<file path="src/mcx_regs.vh">
`ifndef MCX_REGS_VH
`define MCX_REGS_VH
// register byte offsets
`define MCX_OFS_INSTR 8'h00
`define MCX_OFS_STATUS 8'h04
`define MCX_OFS_FLAGS 8'h08
`define MCX_OFS_PC 8'h0c
`define MCX_OFS_BD_ADDR 8'h10
`define MCX_OFS_BD_DATA 8'h14
`define MCX_OFS_STATE 8'h18
`define MCX_OFS_WDEST 8'h20
`define MCX_OFS_ALU 8'h40
// spacing between consecutive table or register-file words
`define MCX_STRIDE 8'h04
// number of words in the operand register file
`define MCX_NALU 8
// flag bit positions in the condition register
`define MCX_F_ZERO 0
`define MCX_F_NEG 1
`define MCX_F_UU 2
`define MCX_F_UO 3
`define MCX_F_SU 4
`define MCX_F_SO 5
`define MCX_F_CS 6
// opcode patterns
`define MCX_OP_STSRB 11'h1b8
`define MCX_OP_SUB 6'h0a
`define MCX_OP_SUBI 6'h07
`define MCX_OP_SWAP 13'h06ac
`define MCX_OP_INT_TO_TWOS_COMP_INSTR 13'h06e6
`define MCX_OP_TOINT 12'h372
`define MCX_OP_WAIT 11'h1a8
`define MCX_OP_WRSPI 16'h3541
`endif

</file>
<file path="src/mcx_exec.v">
// Design decisions made here: the placing of the registers and register access over Avalon-MM.
`timescale 1ns/1ps
`include "mcx_regs.vh"
module mcx_exec #(
  parameter DW = 16,
  parameter PCW = 10,
  parameter ROWS = 5
) (
  input wire clk,
  input wire rst_b,
  input wire [7:0] avs_address,
  input wire avs_read,
  input wire avs_write,
  input wire [31:0] avs_writedata,
  input wire [3:0] avs_byteenable,
  output reg [31:0] avs_readdata,
  output wire avs_waitrequest,
  input wire [ROWS-1:0] wait_cond_in,
  output wire [DW-1:0] status_bits,
  output wire [PCW-1:0] micro_program_counter,
  output reg bd_wr_strobe,
  output reg [DW-1:0] bd_wr_addr,
  output reg [DW-1:0] bd_wr_data
);
  // one-hot execution states
  localparam ST_IDLE = 3'b001;
  localparam ST_WAIT = 3'b010;
  localparam ST_BDWR = 3'b100;

  reg [2:0] state_reg;
  reg [DW-1:0] status_reg;
  reg [6:0] flags_reg;
  reg [PCW-1:0] pc_reg;
  reg [DW-1:0] bd_addr_reg;
  reg [DW-1:0] bd_data_reg;
  reg [ROWS-1:0] wait_rows_reg;
  reg [PCW-1:0] wdest_reg [0:ROWS-1];
  reg [DW-1:0] alu_reg [0:7];
  reg [ROWS-1:0] cond_meta_reg;
  reg [ROWS-1:0] cond_sync_reg;
  reg rd_ack_reg;
  // one loop variable per process, so that no variable has two drivers
  integer hi;
  integer ri;
  integer wi;

  assign status_bits = status_reg;
  assign micro_program_counter = pc_reg;

  // bus decode; a new instruction stalls until the previous one is done
  // of the writes, only one to the instruction word can stall; every other register
  // write is taken at once, even while a wait or a backdoor write is active,
  // so software can always abort a wait by loading the program counter.
  // reads always take one stall cycle, because read data comes from a flop
  // and is loaded in the first cycle of the request.
  wire sel_instr = (avs_address == `MCX_OFS_INSTR);
  wire busy = (state_reg != ST_IDLE);
  assign avs_waitrequest = (avs_read & ~rd_ack_reg) | (avs_write & sel_instr & busy);
  wire wr_go = avs_write & ~avs_waitrequest;
  wire [15:0] wd = avs_writedata[15:0];
  wire exec = wr_go & sel_instr;

  // instruction fields at fixed positions
  // every field is cut from the word unconditionally; only the opcode
  // compare below decides which of them means anything. this keeps the
  // decoder flat: one compare per instruction, no nested field decode.
  // the fields overlap on purpose, e.g. the immediate shares bits with the
  // second source index, exactly as the two encodings lay them out.
  wire [2:0] f_op1 = wd[2:0];
  wire [2:0] f_op2 = wd[5:3];
  wire [2:0] f_res = wd[9:7];
  wire [3:0] f_imm = wd[6:3];
  wire [3:0] status_bit_select = wd[3:0];
  wire f_level = wd[4];
  wire f_rst = wd[3];
  wire [ROWS-1:0] wait_row_enables = wd[ROWS-1:0];

  // opcode match per instruction; an unknown word only steps the counter.
  // the compare widths differ because the operand fields differ in size:
  // the fixed part of each word is matched, the operand part is ignored.
  wire is_stsrb = (wd[15:5] == `MCX_OP_STSRB);
  wire is_sub = (wd[15:10] == `MCX_OP_SUB) && wd[6];
  wire is_subi = (wd[15:10] == `MCX_OP_SUBI);
  wire is_swap = (wd[15:3] == `MCX_OP_SWAP);
  wire int_to_twos_comp_instr = (wd[15:3] == `MCX_OP_INT_TO_TWOS_COMP_INSTR);
  wire is_toint = (wd[15:4] == `MCX_OP_TOINT);
  wire is_wait = (wd[15:5] == `MCX_OP_WAIT);
  wire is_wrspi = (wd == `MCX_OP_WRSPI);

  // shared subtractor for both subtract forms
  // one extra bit on top of the difference gives the borrow, which is the
  // unsigned underflow. the signed flags come from the three sign bits:
  // a negative minuend minus a positive subtrahend that lands positive
  // wrapped below the signed range, and the mirror case wrapped above it.
  // a subtraction can never exceed the unsigned range, so that flag is
  // always written low; a user must not treat it as meaningful here.
  wire [DW-1:0] alu_operand_set = alu_reg[f_op1];
  wire [DW-1:0] sub_b = is_subi ? {{(DW-4){1'b0}}, f_imm} : alu_reg[f_op2];
  wire [DW:0] diff = {1'b0, alu_operand_set} - {1'b0, sub_b};
  wire [DW-1:0] res = diff[DW-1:0];
  wire a_s = alu_operand_set[DW-1];
  wire b_s = sub_b[DW-1];
  wire r_s = res[DW-1];

  // conversions
  // both directions negate only the low fifteen bits; the sign bit is
  // carried separately in the conversion sign flag, so a value converted
  // one way and back again keeps its magnitude. the negation of zero is
  // zero, so a negative zero becomes a plain zero with the sign kept.
  wire [DW-2:0] neg_low = ~alu_operand_set[DW-2:0] + {{(DW-2){1'b0}}, 1'b1};
  wire [DW-1:0] int_to_twos_comp_instr_val = flags_reg[`MCX_F_CS] ? {1'b1, neg_low}
                                                : {1'b0, alu_operand_set[DW-2:0]};
  wire [DW-1:0] toint_val = a_s ? {1'b0, neg_low} : alu_operand_set;

  // lowest enabled true row wins when several fire together
  // the rows are scanned from the top down so that the last assignment,
  // the lowest row that hits, is the one that stands. a fixed priority
  // was traded for simplicity: a row that is always true starves the rows
  // above it, which the program has to keep in mind when it picks masks.
  wire [ROWS-1:0] hit = wait_rows_reg & cond_sync_reg;
  reg [PCW-1:0] hit_dest;
  always @* begin
    hit_dest = {PCW{1'b0}};
    for (hi = ROWS-1; hi >= 0; hi = hi - 1) begin
      if (hit[hi]) begin
        hit_dest = wdest_reg[hi];
      end
    end
  end

  // condition pins come from outside the clock domain
  always @(posedge clk or negedge rst_b) begin
    if (!rst_b) begin
      cond_meta_reg <= {ROWS{1'b0}};
      cond_sync_reg <= {ROWS{1'b0}};
    end else begin
      cond_meta_reg <= wait_cond_in;
      cond_sync_reg <= cond_meta_reg;
    end
  end

  // read path: one stall cycle, then registered data
  // the data word is loaded in the stall cycle and then left alone, so it
  // stands at the accepting edge and until the next read. unmapped offsets
  // read as zero, and unused upper bits of every word read as zero too.
  always @(posedge clk or negedge rst_b) begin
    if (!rst_b) begin
      rd_ack_reg <= 1'b0;
      avs_readdata <= 32'h0000_0000;
    end else begin
      // the acknowledge toggles, so back-to-back reads each see one stall
      rd_ack_reg <= avs_read & ~rd_ack_reg;
      if (avs_read & ~rd_ack_reg) begin
        avs_readdata <= 32'h0000_0000;
        if (avs_address == `MCX_OFS_STATUS) avs_readdata[DW-1:0] <= status_reg;
        if (avs_address == `MCX_OFS_FLAGS) avs_readdata[6:0] <= flags_reg;
        if (avs_address == `MCX_OFS_PC) avs_readdata[PCW-1:0] <= pc_reg;
        if (avs_address == `MCX_OFS_BD_ADDR) avs_readdata[DW-1:0] <= bd_addr_reg;
        if (avs_address == `MCX_OFS_BD_DATA) avs_readdata[DW-1:0] <= bd_data_reg;
        if (avs_address == `MCX_OFS_STATE) avs_readdata[ROWS+2:0] <= {wait_rows_reg, state_reg};
        // wait table destinations, one word per row
        for (ri = 0; ri < ROWS; ri = ri + 1) begin
          if (avs_address == `MCX_OFS_WDEST + `MCX_STRIDE * ri[7:0])
            avs_readdata[PCW-1:0] <= wdest_reg[ri];
        end
        // operand register file, one word per register
        for (ri = 0; ri < `MCX_NALU; ri = ri + 1) begin
          if (avs_address == `MCX_OFS_ALU + `MCX_STRIDE * ri[7:0])
            avs_readdata[DW-1:0] <= alu_reg[ri];
        end
      end
    end
  end

  // instruction execution and register writes
  // one process owns every architectural register, so a bus write and an
  // instruction that touch the same register resolve by statement order:
  // the instruction comes later and wins. the counter write is last of all
  // so that software can always regain control of a stuck program.
  always @(posedge clk or negedge rst_b) begin
    if (!rst_b) begin
      state_reg <= ST_IDLE;
      status_reg <= {DW{1'b0}};
      flags_reg <= 7'h00;
      pc_reg <= {PCW{1'b0}};
      bd_addr_reg <= {DW{1'b0}};
      bd_data_reg <= {DW{1'b0}};
      wait_rows_reg <= {ROWS{1'b0}};
      bd_wr_strobe <= 1'b0;
      bd_wr_addr <= {DW{1'b0}};
      bd_wr_data <= {DW{1'b0}};
      for (wi = 0; wi < ROWS; wi = wi + 1) wdest_reg[wi] <= {PCW{1'b0}};
      for (wi = 0; wi < `MCX_NALU; wi = wi + 1) alu_reg[wi] <= {DW{1'b0}};
    end else begin
      bd_wr_strobe <= 1'b0;
      // plain data registers, low byte lanes only
      if (wr_go && avs_byteenable[1:0] == 2'b11) begin
        if (avs_address == `MCX_OFS_BD_ADDR) bd_addr_reg <= wd;
        if (avs_address == `MCX_OFS_BD_DATA) bd_data_reg <= wd;
        if (avs_address == `MCX_OFS_STATUS) status_reg <= wd;
        // wait table destinations keep only the counter width
        for (wi = 0; wi < ROWS; wi = wi + 1) begin
          if (avs_address == `MCX_OFS_WDEST + `MCX_STRIDE * wi[7:0]) begin
            wdest_reg[wi] <= wd[PCW-1:0];
          end
        end
        // operand register file
        for (wi = 0; wi < `MCX_NALU; wi = wi + 1) begin
          if (avs_address == `MCX_OFS_ALU + `MCX_STRIDE * wi[7:0]) alu_reg[wi] <= wd;
        end
      end
      // idle executes one word per accepted write; wait and backdoor states
      // hold off further instruction words through the stall on the bus
      case (state_reg)
        ST_IDLE: begin
          if (exec) begin
            pc_reg <= pc_reg + {{(PCW-1){1'b0}}, 1'b1};
            if (is_stsrb) begin
              status_reg[status_bit_select] <= f_level;
            end else if (is_sub || is_subi) begin
              alu_reg[f_res] <= res;
              flags_reg[`MCX_F_ZERO] <= (res == {DW{1'b0}});
              flags_reg[`MCX_F_NEG] <= r_s;
              flags_reg[`MCX_F_UU] <= diff[DW];
              flags_reg[`MCX_F_UO] <= 1'b0;
              flags_reg[`MCX_F_SU] <= a_s & ~b_s & ~r_s;
              flags_reg[`MCX_F_SO] <= ~a_s & b_s & r_s;
            end else if (is_swap) begin
              alu_reg[f_op1] <= {alu_operand_set[7:0], alu_operand_set[15:8]};
            end else if (int_to_twos_comp_instr) begin
              alu_reg[f_op1] <= int_to_twos_comp_instr_val;
            end else if (is_toint) begin
              alu_reg[f_op1] <= toint_val;
              flags_reg[`MCX_F_CS] <= f_rst ? a_s : (flags_reg[`MCX_F_CS] ^ a_s);
            end else if (is_wait) begin
              pc_reg <= pc_reg;
              wait_rows_reg <= wait_row_enables;
              state_reg <= ST_WAIT;
            end else if (is_wrspi) begin
              state_reg <= ST_BDWR;
            end
          end
        end
        ST_WAIT: begin
          // an empty mask never hits, so only a counter write frees it
          if (|hit) begin
            pc_reg <= hit_dest;
            state_reg <= ST_IDLE;
          end
        end
        // second cycle of the backdoor write: the address and data registers
        // are copied here, one cycle after the instruction was taken. this is
        // why a write to either register right after the instruction does not
        // spoil the transfer: it lands on this same edge, after the old values are copied.
        ST_BDWR: begin
          // sampled in the second cycle, before a write on that edge lands, so a change right after is safe
          bd_wr_strobe <= 1'b1;
          bd_wr_addr <= bd_addr_reg;
          bd_wr_data <= bd_data_reg;
          state_reg <= ST_IDLE;
        end
        default: begin
          state_reg <= ST_IDLE;
        end
      endcase
      // software counter write also aborts a pending wait
      if (wr_go && avs_address == `MCX_OFS_PC) begin
        pc_reg <= wd[PCW-1:0];
        if (state_reg == ST_WAIT) state_reg <= ST_IDLE;
      end
    end
  end
endmodule // mcx_exec

</file>
<file path="config.mk">
export PLATFORM = sky130hd
export DESIGN_NAME = mcx_exec
export DESIGN_NICKNAME = d
export VERILOG_FILES = /design/src/mcx_exec.v
export VERILOG_INCLUDE_DIRS = /design/src /design/src/src
export SDC_FILE = /design/constraint.sdc
export NUM_CORES = 1
export LEC_CHECK = 0
export ABC_AREA = 0
export BUFFER_PORTS_ARGS = -buffer_cell sky130_fd_sc_hd__buf_4
export CAP_MARGIN = 20
export CELL_PAD_IN_SITES_DETAIL_PLACEMENT = 1
export CELL_PAD_IN_SITES_GLOBAL_PLACEMENT = 1
export CORE_MARGIN = 2
export CORE_UTILIZATION = 35
export CTS_CLUSTER_SIZE = 30
export DETAILED_ROUTE_END_ITERATION = 16
export MAX_ROUTING_LAYER = met4
export PLACE_DENSITY = 0.75
export SLEW_MARGIN = 10
export SYNTH_ARGS = -nofsm -noshare
export SYNTH_HDL_FRONTEND = slang
export SYNTH_SLANG_ARGS = --single-unit
</file>
<file path="constraint.sdc">
create_clock -name clk -period 3.6 [get_ports clk]
set_input_delay 0.54 -clock clk [delete_from_list [all_inputs] [get_ports clk]]
set_output_delay 0.54 -clock clk [all_outputs]
set_load 0.05 [all_outputs]
</file>
==> reports/summary.md, run 1 <==
The type of the most critical hold path was in2reg. For this run the aggregate overflow at the end of global routing stands at 0. The number of global-route vias before repair is 26,800.

The run gives 48.3% as the final core utilization. Category of the worst setup path capture point: a flop. For this run, the register share of the synthesized area comes to 34.2%. Setup repair after global routing could not meet its margin everywhere.

The clock reaches the later pin of the worst-skew pair after 620 ps. The area growth from synthesis to layout came out at 36.7%. Commonest register cell after synthesis: sky130_fd_sc_hd__dfrtp_1. For the final number of hold-violating endpoints, the log shows 0. The die covers 66,900 sq um. The unique cell type count in the Yosys netlist is 99. The cell area after layout came out at 31,000 sq um. Between clock sinks in the finished design, the worst skew comes to 51.4 ps.

In this run the worst path has a maximum fanout of 7. The largest total area in the synthesized netlist belongs to sky130_fd_sc_hd__dfrtp_1. Setup violations remaining at the end of the flow were counted as 16.

Dividing the detail-routed via count by the number of cells gives 6.57. The startpoint identified for the worst hold timing path is wait_cond_in[4]. The tool flagged a number of max-cap violations equal to 0. The tools report the area of the core as 64,200 sq um. The clock passes through at most 3 buffers. The analysis attributes to cell leakage a power of 14.6 nW. The fraction of layout cells with a size suffix above 1 is 37.1%. 145 I/O pins were placed. The H-tree generated during clock tree synthesis spans 2 levels. The terminus of the critical flop-to-flop path was alu_reg[125]. The share of Yosys cell area claimed by the top area cell type was 34.1%; the register bit total from synthesis was 310. TritonCTS built the clock tree. The count of buffers added on input and output ports is 110. The final reports fail on negative setup slack. After filler insertion, the fill cell instance count of the layout stands at 7,341. In the global route stage, overall resource usage came out at 45.4%. The run gives 102 as the maximum number of pins on one net before global-route repair. For this block, the initial DRC count from the detailed router was 3,180. The worst setup path is launched from a flop. After synthesis the cells add up to 22,700 sq um. Data arrives at the worst endpoint at 4210 ps.

In the synthesized netlist, the number of instances is 2,555. The instance area after placement is 28,900 sq um, and the portion of the clock cycle consumed by the worst path in the final layout is 102%. Placed wire-length estimate after detailed placement: 118,000 microns. Including well taps, the total number of placed cells is 3,897.

Required time of the worst setup path: 4130 ps. For the worst slack at placement, the log shows -746 ps. For the worst flop-to-flop path, the logic depth is 12. The number of cells traversed by the worst hold path is 1.

Measured along the y axis, the die boundary spans 259 microns. The wire length of the first global-routing pass was 208,000 microns; the total number of placement rows was 93. Setup slack on the worst reg-to-reg path comes out at -70 ps. Fraction of registers with async set/reset: 100%. The logs give 3,997 for the final non-filler cell total and -384 ps for the total negative setup slack. The logs give 0 for the count of unresolved DRC violations after routing and 0 for the synthesis warning total.

Before antenna repair, the detailed router went through 6 iterations. Across the VDD grid, the largest voltage drop is 0.000307 V. Sorting the synthesized cells by area gives the leading types as sky130_fd_sc_hd__dfrtp_1 (34%), sky130_fd_sc_hd__mux2_2 (8.3%), sky130_fd_sc_hd__mux2i_1 (6.0%), sky130_fd_sc_hd__mux4_2 (5.4%), sky130_fd_sc_hd__nand2_1 (4.9%).

The clock-pin slew on the worst setup and hold paths was 60 ps; the initial standard-cell utilization of the core was 35.3%. The tools report the beginning of the worst register-to-register path as alu_reg[33]. In this run the clock root is driven by a sky130_fd_sc_hd__clkbuf_16. The tools report the post-route worst setup slack as -71.3 ps. Counting the buffers created by CTS gives 40.

The number of enable flip-flop cells after synthesis was 0; the net count of the finished layout was 3,183. After detailed routing, the average wire length per cell comes to 37.6 microns. Timing would allow up to 272 MHz. For hold timing, the worst endpoint is cond_meta_reg[4].

The clock sink count is 310, and the width of the die is 259 microns. Dividing total power by cell area gives a power density of 317 nW/um^2. The count of nets left with antenna violations once routing finished came out at 0.

At the end of routability-driven placement, the weighted congestion stood at 1.06. The number of pins exceeding their max-slew limit in the final report was 0; the flip-flop count of the largest register, all copies and words added was 128. A synthesized cell averages 8.88 sq um.

The tools report the via count as 26,300. The run finished, with violations left. The routed design has 150,000 microns of wire. The initial antenna violation count came out at 5. The critical path in this run is classified as reg2reg. At the pin with the least slew margin, the transition time is 1290 ps. The worst pin sits at a relative slew slack of 13.4%. After layout, the minimum clock period comes to 3670 ps.
==> Yosys cell counts, drive strengths merged, types with 55 or more instances <==
cell type  number
a21oi         191
buf            55
clkbuf        158
dfrtp         309
mux2          169
mux2i         136
mux4           56
nand2         296
nand3          56
nor2          237
o21ai         202
o22ai          67
==> where the power goes <==
part	internal (mW)	leakage, nW	switching (mW)	total (mW)
Combinational	0.764	9.70	1.25	2.01
Sequential	3.55	4.26	0.0858	3.63
Clock	2.36	0.641	1.82	4.18
Total	6.68	14.6	3.15	9.83
==> layer usage <==
layer  global-route usage [%]  vias up  wire length, microns
met5                        -        -                     0
met4                     28.6        0                 12000
met3                     10.1      498                 14600
met2                     66.5     1588                 64000
met1                     56.8    13500                 59900
li1                         -    10700                     -
==> layout make-up <==
class / count / area (sq um) / area share [%]
clock inverters: 14 / 190 / 0.613
multi-input cells: 2017 / 14700 / 47.4
inverters: 30 / 115 / 0.371
repair buffers: 711 / 6020 / 19.4
diodes: 3 / 7.51 / 0.0242
flip-flops and latches: 310 / 7770 / 25.1
clock buffers: 57 / 1130 / 3.66
well taps: 855 / 1070 / 3.45
==> how the worst max path moves through the flow <==
stage,from,to,slack [ps],depth (start not counted)
detailed placement,avs_writedata[3],alu_reg[29],-750,16
CTS,alu_reg[17],alu_reg[125],-100,13
finish,alu_reg[33],alu_reg[125],-70,12
global route,alu_reg[19],flags_reg[0],-150,15
global placement,avs_writedata[3],alu_reg[92],-660,16
floorplan,avs_writedata[3],alu_reg[92],-240,17
==> logic make-up (layout without fill, tap and decap cells) <==
family	count (synthesis)	count (layout)	share of synthesized area (%)
AOI/OAI and AO/OA	806	806	23.2
and+or+nand+nor	791	791	16.1
muxes	361	361	20.0
DFF	310	310	34.2
buffers and inverters	243	812	4.46
xor gates and xnor gates	23	23	0.888
adders and majority gates	20	20	1.14
other	1	19	0.0165
==> cells in the final DEF, fill, tap and decap left out, types with 14 or more instances in the layout <==
cell,n
sky130_fd_sc_hd__buf_4,644
sky130_fd_sc_hd__dfrtp_1,301
sky130_fd_sc_hd__nand2_1,294
sky130_fd_sc_hd__nor2_1,235
sky130_fd_sc_hd__a21oi_1,172
sky130_fd_sc_hd__o21ai_0,171
sky130_fd_sc_hd__mux2_2,165
sky130_fd_sc_hd__mux2i_1,129
sky130_fd_sc_hd__o22ai_1,59
sky130_fd_sc_hd__mux4_2,56
sky130_fd_sc_hd__nand3_1,55
sky130_fd_sc_hd__nor3_1,46
sky130_fd_sc_hd__buf_12,46
sky130_fd_sc_hd__a22oi_1,45
sky130_fd_sc_hd__clkbuf_16,40
sky130_fd_sc_hd__o211ai_1,34
sky130_fd_sc_hd__a211oi_1,32
sky130_fd_sc_hd__a31oi_1,26
sky130_fd_sc_hd__inv_1,24
sky130_fd_sc_hd__and3_1,22
sky130_fd_sc_hd__o21a_1,22
sky130_fd_sc_hd__a221oi_1,22
sky130_fd_sc_hd__o21ai_1,20
sky130_fd_sc_hd__a21oi_2,17
sky130_fd_sc_hd__conb_1,16
sky130_fd_sc_hd__buf_6,16
sky130_fd_sc_hd__and2_1,15
sky130_fd_sc_hd__o221ai_1,14
sky130_fd_sc_hd__xnor2_1,14
sky130_fd_sc_hd__a22o_1,14
==> critical path, stage by stage, from the launching register on <==
cell	delay (ps)
sky130_fd_sc_hd__dfrtp_1	440
sky130_fd_sc_hd__mux4_2	500
sky130_fd_sc_hd__mux2_4	370
sky130_fd_sc_hd__ha_4	230
sky130_fd_sc_hd__nor2b_4	120
sky130_fd_sc_hd__o31a_1	330
sky130_fd_sc_hd__o31ai_4	230
sky130_fd_sc_hd__a21oi_2	110
sky130_fd_sc_hd__or3_4	370
sky130_fd_sc_hd__xor2_4	370
sky130_fd_sc_hd__o21ai_1	100
sky130_fd_sc_hd__a221o_1	320
sky130_fd_sc_hd__a21oi_2	100
==> what timing repair did <==
| item | 4_1_cts | 5_1_grt |
|---|---|---|
| cloned | 0 | 0 |
| resized for setup | 42 | 105 |
| endpoints found under the setup margin | 75 | 86 |
| pin swaps | 15 | 43 |
| buffers inserted | 10 | 20 |
| hold endpoints to repair | 55 | 0 |
| hold buffers | 1 | 0 |
==> metrics by stage <==
stage	power, mW	hold slack (ps)
2_1_floorplan	4.52	244
3_3_place_gp	5.48	332
3_5_place_dp	5.51	339
4_1_cts	9.67	16.7
5_1_grt	10.0	14.8
6_report	9.83	32.7
(Power assumes the default switching activity.)
==> run 2: changes to the inputs <==
--- a/config.mk
+++ b/config.mk
@@ -11,6 +11,7 @@
 export CAP_MARGIN = 20
 export CELL_PAD_IN_SITES_DETAIL_PLACEMENT = 1
 export CELL_PAD_IN_SITES_GLOBAL_PLACEMENT = 1
+export CORE_ASPECT_RATIO = 0.75
 export CORE_MARGIN = 2
 export CORE_UTILIZATION = 35
 export CTS_CLUSTER_SIZE = 30
==> run 2 against run 1 <==
Compared with the run above: the run still ends with negative setup slack left; power grew 3.3%; first-iteration DRC count grew 8.9%; count of clock-buffer cells in the layout shrank 9; maximum frequency shrank 4.1%; die area is essentially flat; worst hold slack gained 21 ps; sequential power is essentially flat; clock skew shrank 18 ps; register-to-register slack lost 160 ps; critical endpoint is now alu_reg[77].
==> reports/summary.md, run 2 (synthesis gave the netlist of run 1 again) <==
The logs give 261 MHz (was 272 MHz) for the maximum clock rate and -6620 ps (was -384 ps) for the total negative setup slack. The net count of the finished layout was 3,268 (was 3,183); the number of pins exceeding their max-slew limit in the final report was 0 (unchanged). The tools report the overall power consumption as 10.2 mW (was 9.83 mW). The tools report the clock tree root buffer cell as sky130_fd_sc_hd__clkbuf_16 (unchanged). The clock period minus worst slack came out at 3830 ps (was 3670 ps). The total CTS buffers is 38 (was 40), and the maximum buffer depth of the clock tree is 3 (unchanged).

The largest stage delay on the critical path was 500 ps (about the same); the data arrival at the endpoint of the critical path was 4270 ps (was 4210 ps). The type of the worst setup path was reg2reg (unchanged). The initial standard-cell utilization of the core was 35.5% (was 35.3%); the count of max-cap constraint violations was 0 (unchanged).

The die area is 66,900 sq um (about the same). The power share of the sequential group is 35.7% (was 37.0%), and the top fanout value on the critical path is 4 (was 7). Setup repair after global routing could not meet its margin everywhere. TritonCTS built the clock tree. The cell total after placement is 3,987 (was 3,897).

The area of the core is 63,900 sq um (was 64,200 sq um). Cell-by-cell trace of the critical path: mux4_2 -> o21ai_1 -> o21a_1 -> ha_4 -> nor2b_4 -> o31a_1 -> o31ai_4 -> a21oi_4 -> or3_4 -> xor2_4 -> buf_6 -> o21a_1 -> a21oi_2 -> o22ai_2 (was mux4_2 -> mux2_4 -> ha_4 -> nor2b_4 -> o31a_1 -> o31ai_4 -> a21oi_2 -> or3_4 -> xor2_4 -> o21ai_1 -> a221o_1 -> a21oi_2). The area growth from synthesis to layout was 41.4% (was 36.7%); the clock-pin slew on the worst setup and hold paths was 70 ps (was 60 ps). The tools report the placed wire-length estimate after detailed placement as 120,000 microns (was 118,000 microns).

For the final estimated routing congestion in global placement, the log shows 1.11 (was 1.06). The chip height works out to 224 microns (was 259 microns). Cell repeated most along the worst path: sky130_fd_sc_hd__o21a_1 (was sky130_fd_sc_hd__a21oi_2). The width of the die was 298 microns (was 259 microns); the cell area after layout was 32,100 sq um (was 31,000 sq um). The number of design-rule violations left by the first detailed-router iteration was 3,462 (was 3,180); the maximum resistive drop on vdd was 0.000352 V (was 0.000307 V). Number of buffer and inverter stages on the critical path: 1 (was 0).

The initial antenna violation count was 8 (was 5). The terminus of the critical flop-to-flop path is alu_reg[77] (was alu_reg[125]). The maximum number of pins on one net before global-route repair came out at 71 (was 102). The layout filler cell count was 7,264 (was 7,341); the boundary pin count was 145 (unchanged). Critical path endpoint: alu_reg[77] (was alu_reg[125]). The portion of the clock cycle consumed by the worst path in the final layout was 106% (was 102%); the number of port buffers was 110 (unchanged). Leakage power: 15.1 nW (was 14.6 nW). The final number of hold-violating endpoints was 0 (unchanged). The launching element of the worst setup path is alu_reg[17] (was alu_reg[33]). The instance area after placement was 29,400 sq um (was 28,900 sq um).

The clock group share of total power is 42.6% (about the same), and the fraction of layout cells with a size suffix above 1 is 40.9% (was 37.1%). Startpoint type of the worst setup path: a flop (unchanged). The tools report the worst relative slew slack as 21.3% (was 13.4%). Most frequent cells in the layout: sky130_fd_sc_hd__buf_4 (729), sky130_fd_sc_hd__dfrtp_1 (303), sky130_fd_sc_hd__nand2_1 (291) (was sky130_fd_sc_hd__buf_4 (644), sky130_fd_sc_hd__dfrtp_1 (301), sky130_fd_sc_hd__nand2_1 (294)). The transition time at the pin with the least slew margin came out at 1180 ps (was 1290 ps). Violated checks: negative setup slack (unchanged). The tools report the clock sink count as 310 (unchanged).

The final worst clock skew is 33.6 ps (was 51.4 ps). The combined global-route utilization of all metal layers is 46.6% (was 45.4%). The cell type of the slowest stage on the worst timing path is sky130_fd_sc_hd__dfrtp_2 (was sky130_fd_sc_hd__mux4_2). For the number of global-route vias before repair, the log shows 27,200 (was 26,800).

The worst reg-to-reg setup slack came out at -230 ps (was -70 ps). Beginning of the worst register-to-register path: alu_reg[17] (was alu_reg[33]). The CTS H-tree depth is 2 (unchanged). The via count was 27,400 (was 26,300). The part of the power in combinational logic is 21.7% (was 20.5%), and the number of iterations in the first detailed-routing pass is 6 (unchanged). The run gives -226 ps (was -71.3 ps) as the post-route worst setup slack.

The flow ran to the end, but the final reports show violations. The category of the worst setup path capture point is a flop (unchanged). The dominant delay contributor by cell family on the critical path was compound AO/OA/AOI/OAI gates (unchanged). The logs give 214,000 microns (was 208,000 microns) for the wire length of the first global-routing pass and 0 (unchanged) for the number of routed nets with antenna violations. The number of stages on the worst setup path came out at 14 (was 12). The fraction of power spent switching nets is 33.1% (was 32.1%). The flip-flop count of the largest register, all copies and words added is 128 (unchanged).

For the clock latency reported for the late side of the worst-skew pair, the log shows 600 ps (was 620 ps). The power spent charging and discharging nets is 3.36 mW (was 3.15 mW), and the leftover overflow at the end of global routing is 0 (unchanged). The tools report the final core utilization as 50.2% (was 48.3%). The commonest non-fill, non-tap cell in the layout is sky130_fd_sc_hd__buf_4 (unchanged). The run gives 4040 ps (was 4130 ps) as the required time of the worst setup path. The tools report the internal power component as 6.79 mW (was 6.68 mW). The power density over the cells came out at 317 nW/um^2 (about the same).

The type of the most critical hold path was in2reg (unchanged). Total length of routed wires: 155,000 microns (was 150,000 microns). The routed wire length per instance works out to 37.9 microns (was 37.6 microns). The run gives 0 (unchanged) as the count of unresolved DRC violations after routing. For the total number of placement rows, the log shows 80 (was 93).

The final non-filler cell total is 4,086 (was 3,997). The number of cells on the worst reg-to-reg path is 14 (was 12). The detail-routed via count per cell was 6.70 (was 6.57). Number of setup violations in the final report: 64 (was 16).
## run 2: cell count changes in the layout (fill, tap and decap cells not counted), moves of 7 or more
| cell | previous run | this run |
|---|---|---|
| sky130_fd_sc_hd__o22ai_2 | 6 | 15 |
| sky130_fd_sc_hd__nor2_1 | 235 | 227 |
| sky130_fd_sc_hd__o22ai_1 | 59 | 45 |
| sky130_fd_sc_hd__buf_4 | 644 | 729 |
| sky130_fd_sc_hd__buf_12 | 46 | 39 |
| sky130_fd_sc_hd__a211oi_1 | 32 | 25 |
| sky130_fd_sc_hd__a21oi_1 | 172 | 165 |
| sky130_fd_sc_hd__a211oi_2 | 12 | 19 |
| sky130_fd_sc_hd__a22oi_2 | 2 | 11 |
| sky130_fd_sc_hd__clkbuf_1 | 10 | 3 |
| sky130_fd_sc_hd__a22oi_1 | 45 | 36 |
| sky130_fd_sc_hd__buf_6 | 16 | 26 |
## run 2: stage by stage
step / hold slack, ps / setup slack, ps
final: 53.5 / -226
after global routing: 50.7 / -303
after CTS: 45.3 / -234
after detailed placement: 338 / -906
after global placement: 335 / -870
after floorplan: 244 / -244
## run 2: how the worst min path moves through the flow
| stage | from | to | slack (ps) | cells past startpoint |
|---|---|---|---|---|
| 3_5_place_dp | cond_meta_reg[0] | cond_sync_reg[0] | 340 | 0 |
| 6_report | wait_cond_in[3] | cond_meta_reg[3] | 50 | 1 |
| 2_1_floorplan | rst_b | alu_reg[0] | 240 | 0 |
| 5_1_grt | wait_cond_in[3] | cond_meta_reg[3] | 50 | 1 |
| 4_1_cts | wait_cond_in[3] | cond_meta_reg[3] | 50 | 1 |
| 3_3_place_gp | cond_meta_reg[1] | cond_sync_reg[1] | 340 | 0 |
## run 2: cell type report
class / count / area [sq um] / share of cell area (%)
flip-flops and latches: 310 / 7770 / 24.2
clock inverters: 21 / 265 / 0.827
multi-input cells: 2017 / 15200 / 47.4
repair buffers: 798 / 6600 / 20.6
inverters: 30 / 121 / 0.378
well taps: 861 / 1080 / 3.36
clock buffers: 48 / 1060 / 3.30
diodes: 1 / 2.50 / 0.00780
## run 2: power by group through the flow
stage	Combinational (mW)	Clock, mW	Sequential (mW)
final	2.20	4.33	3.62
after global routing	2.26	4.42	3.62
after CTS	1.94	4.32	3.62
after detailed placement	1.84	0	3.68
after global placement	1.82	0	3.68
after floorplan	0.799	0	3.72
## run 2: layer usage
| layer | part of all wire (%) | track usage [%] |
|---|---|---|
| met3 | 13 | 14.7 |
| met4 | 5.7 | 21.2 |
| met1 | 41 | 63.3 |
| met5 | 0 | - |
| met2 | 40 | 62.7 |
## run 2: what timing repair did
action                                  in CTS  in global routing
endpoints found under the hold margin        5                  0
endpoints found under the setup margin      90                 88
pin swaps                                   52                 85
hold buffers                                 1                  0
gates cloned                                 0                  0
buffers inserted                            17                 15
resized for setup                          106                147
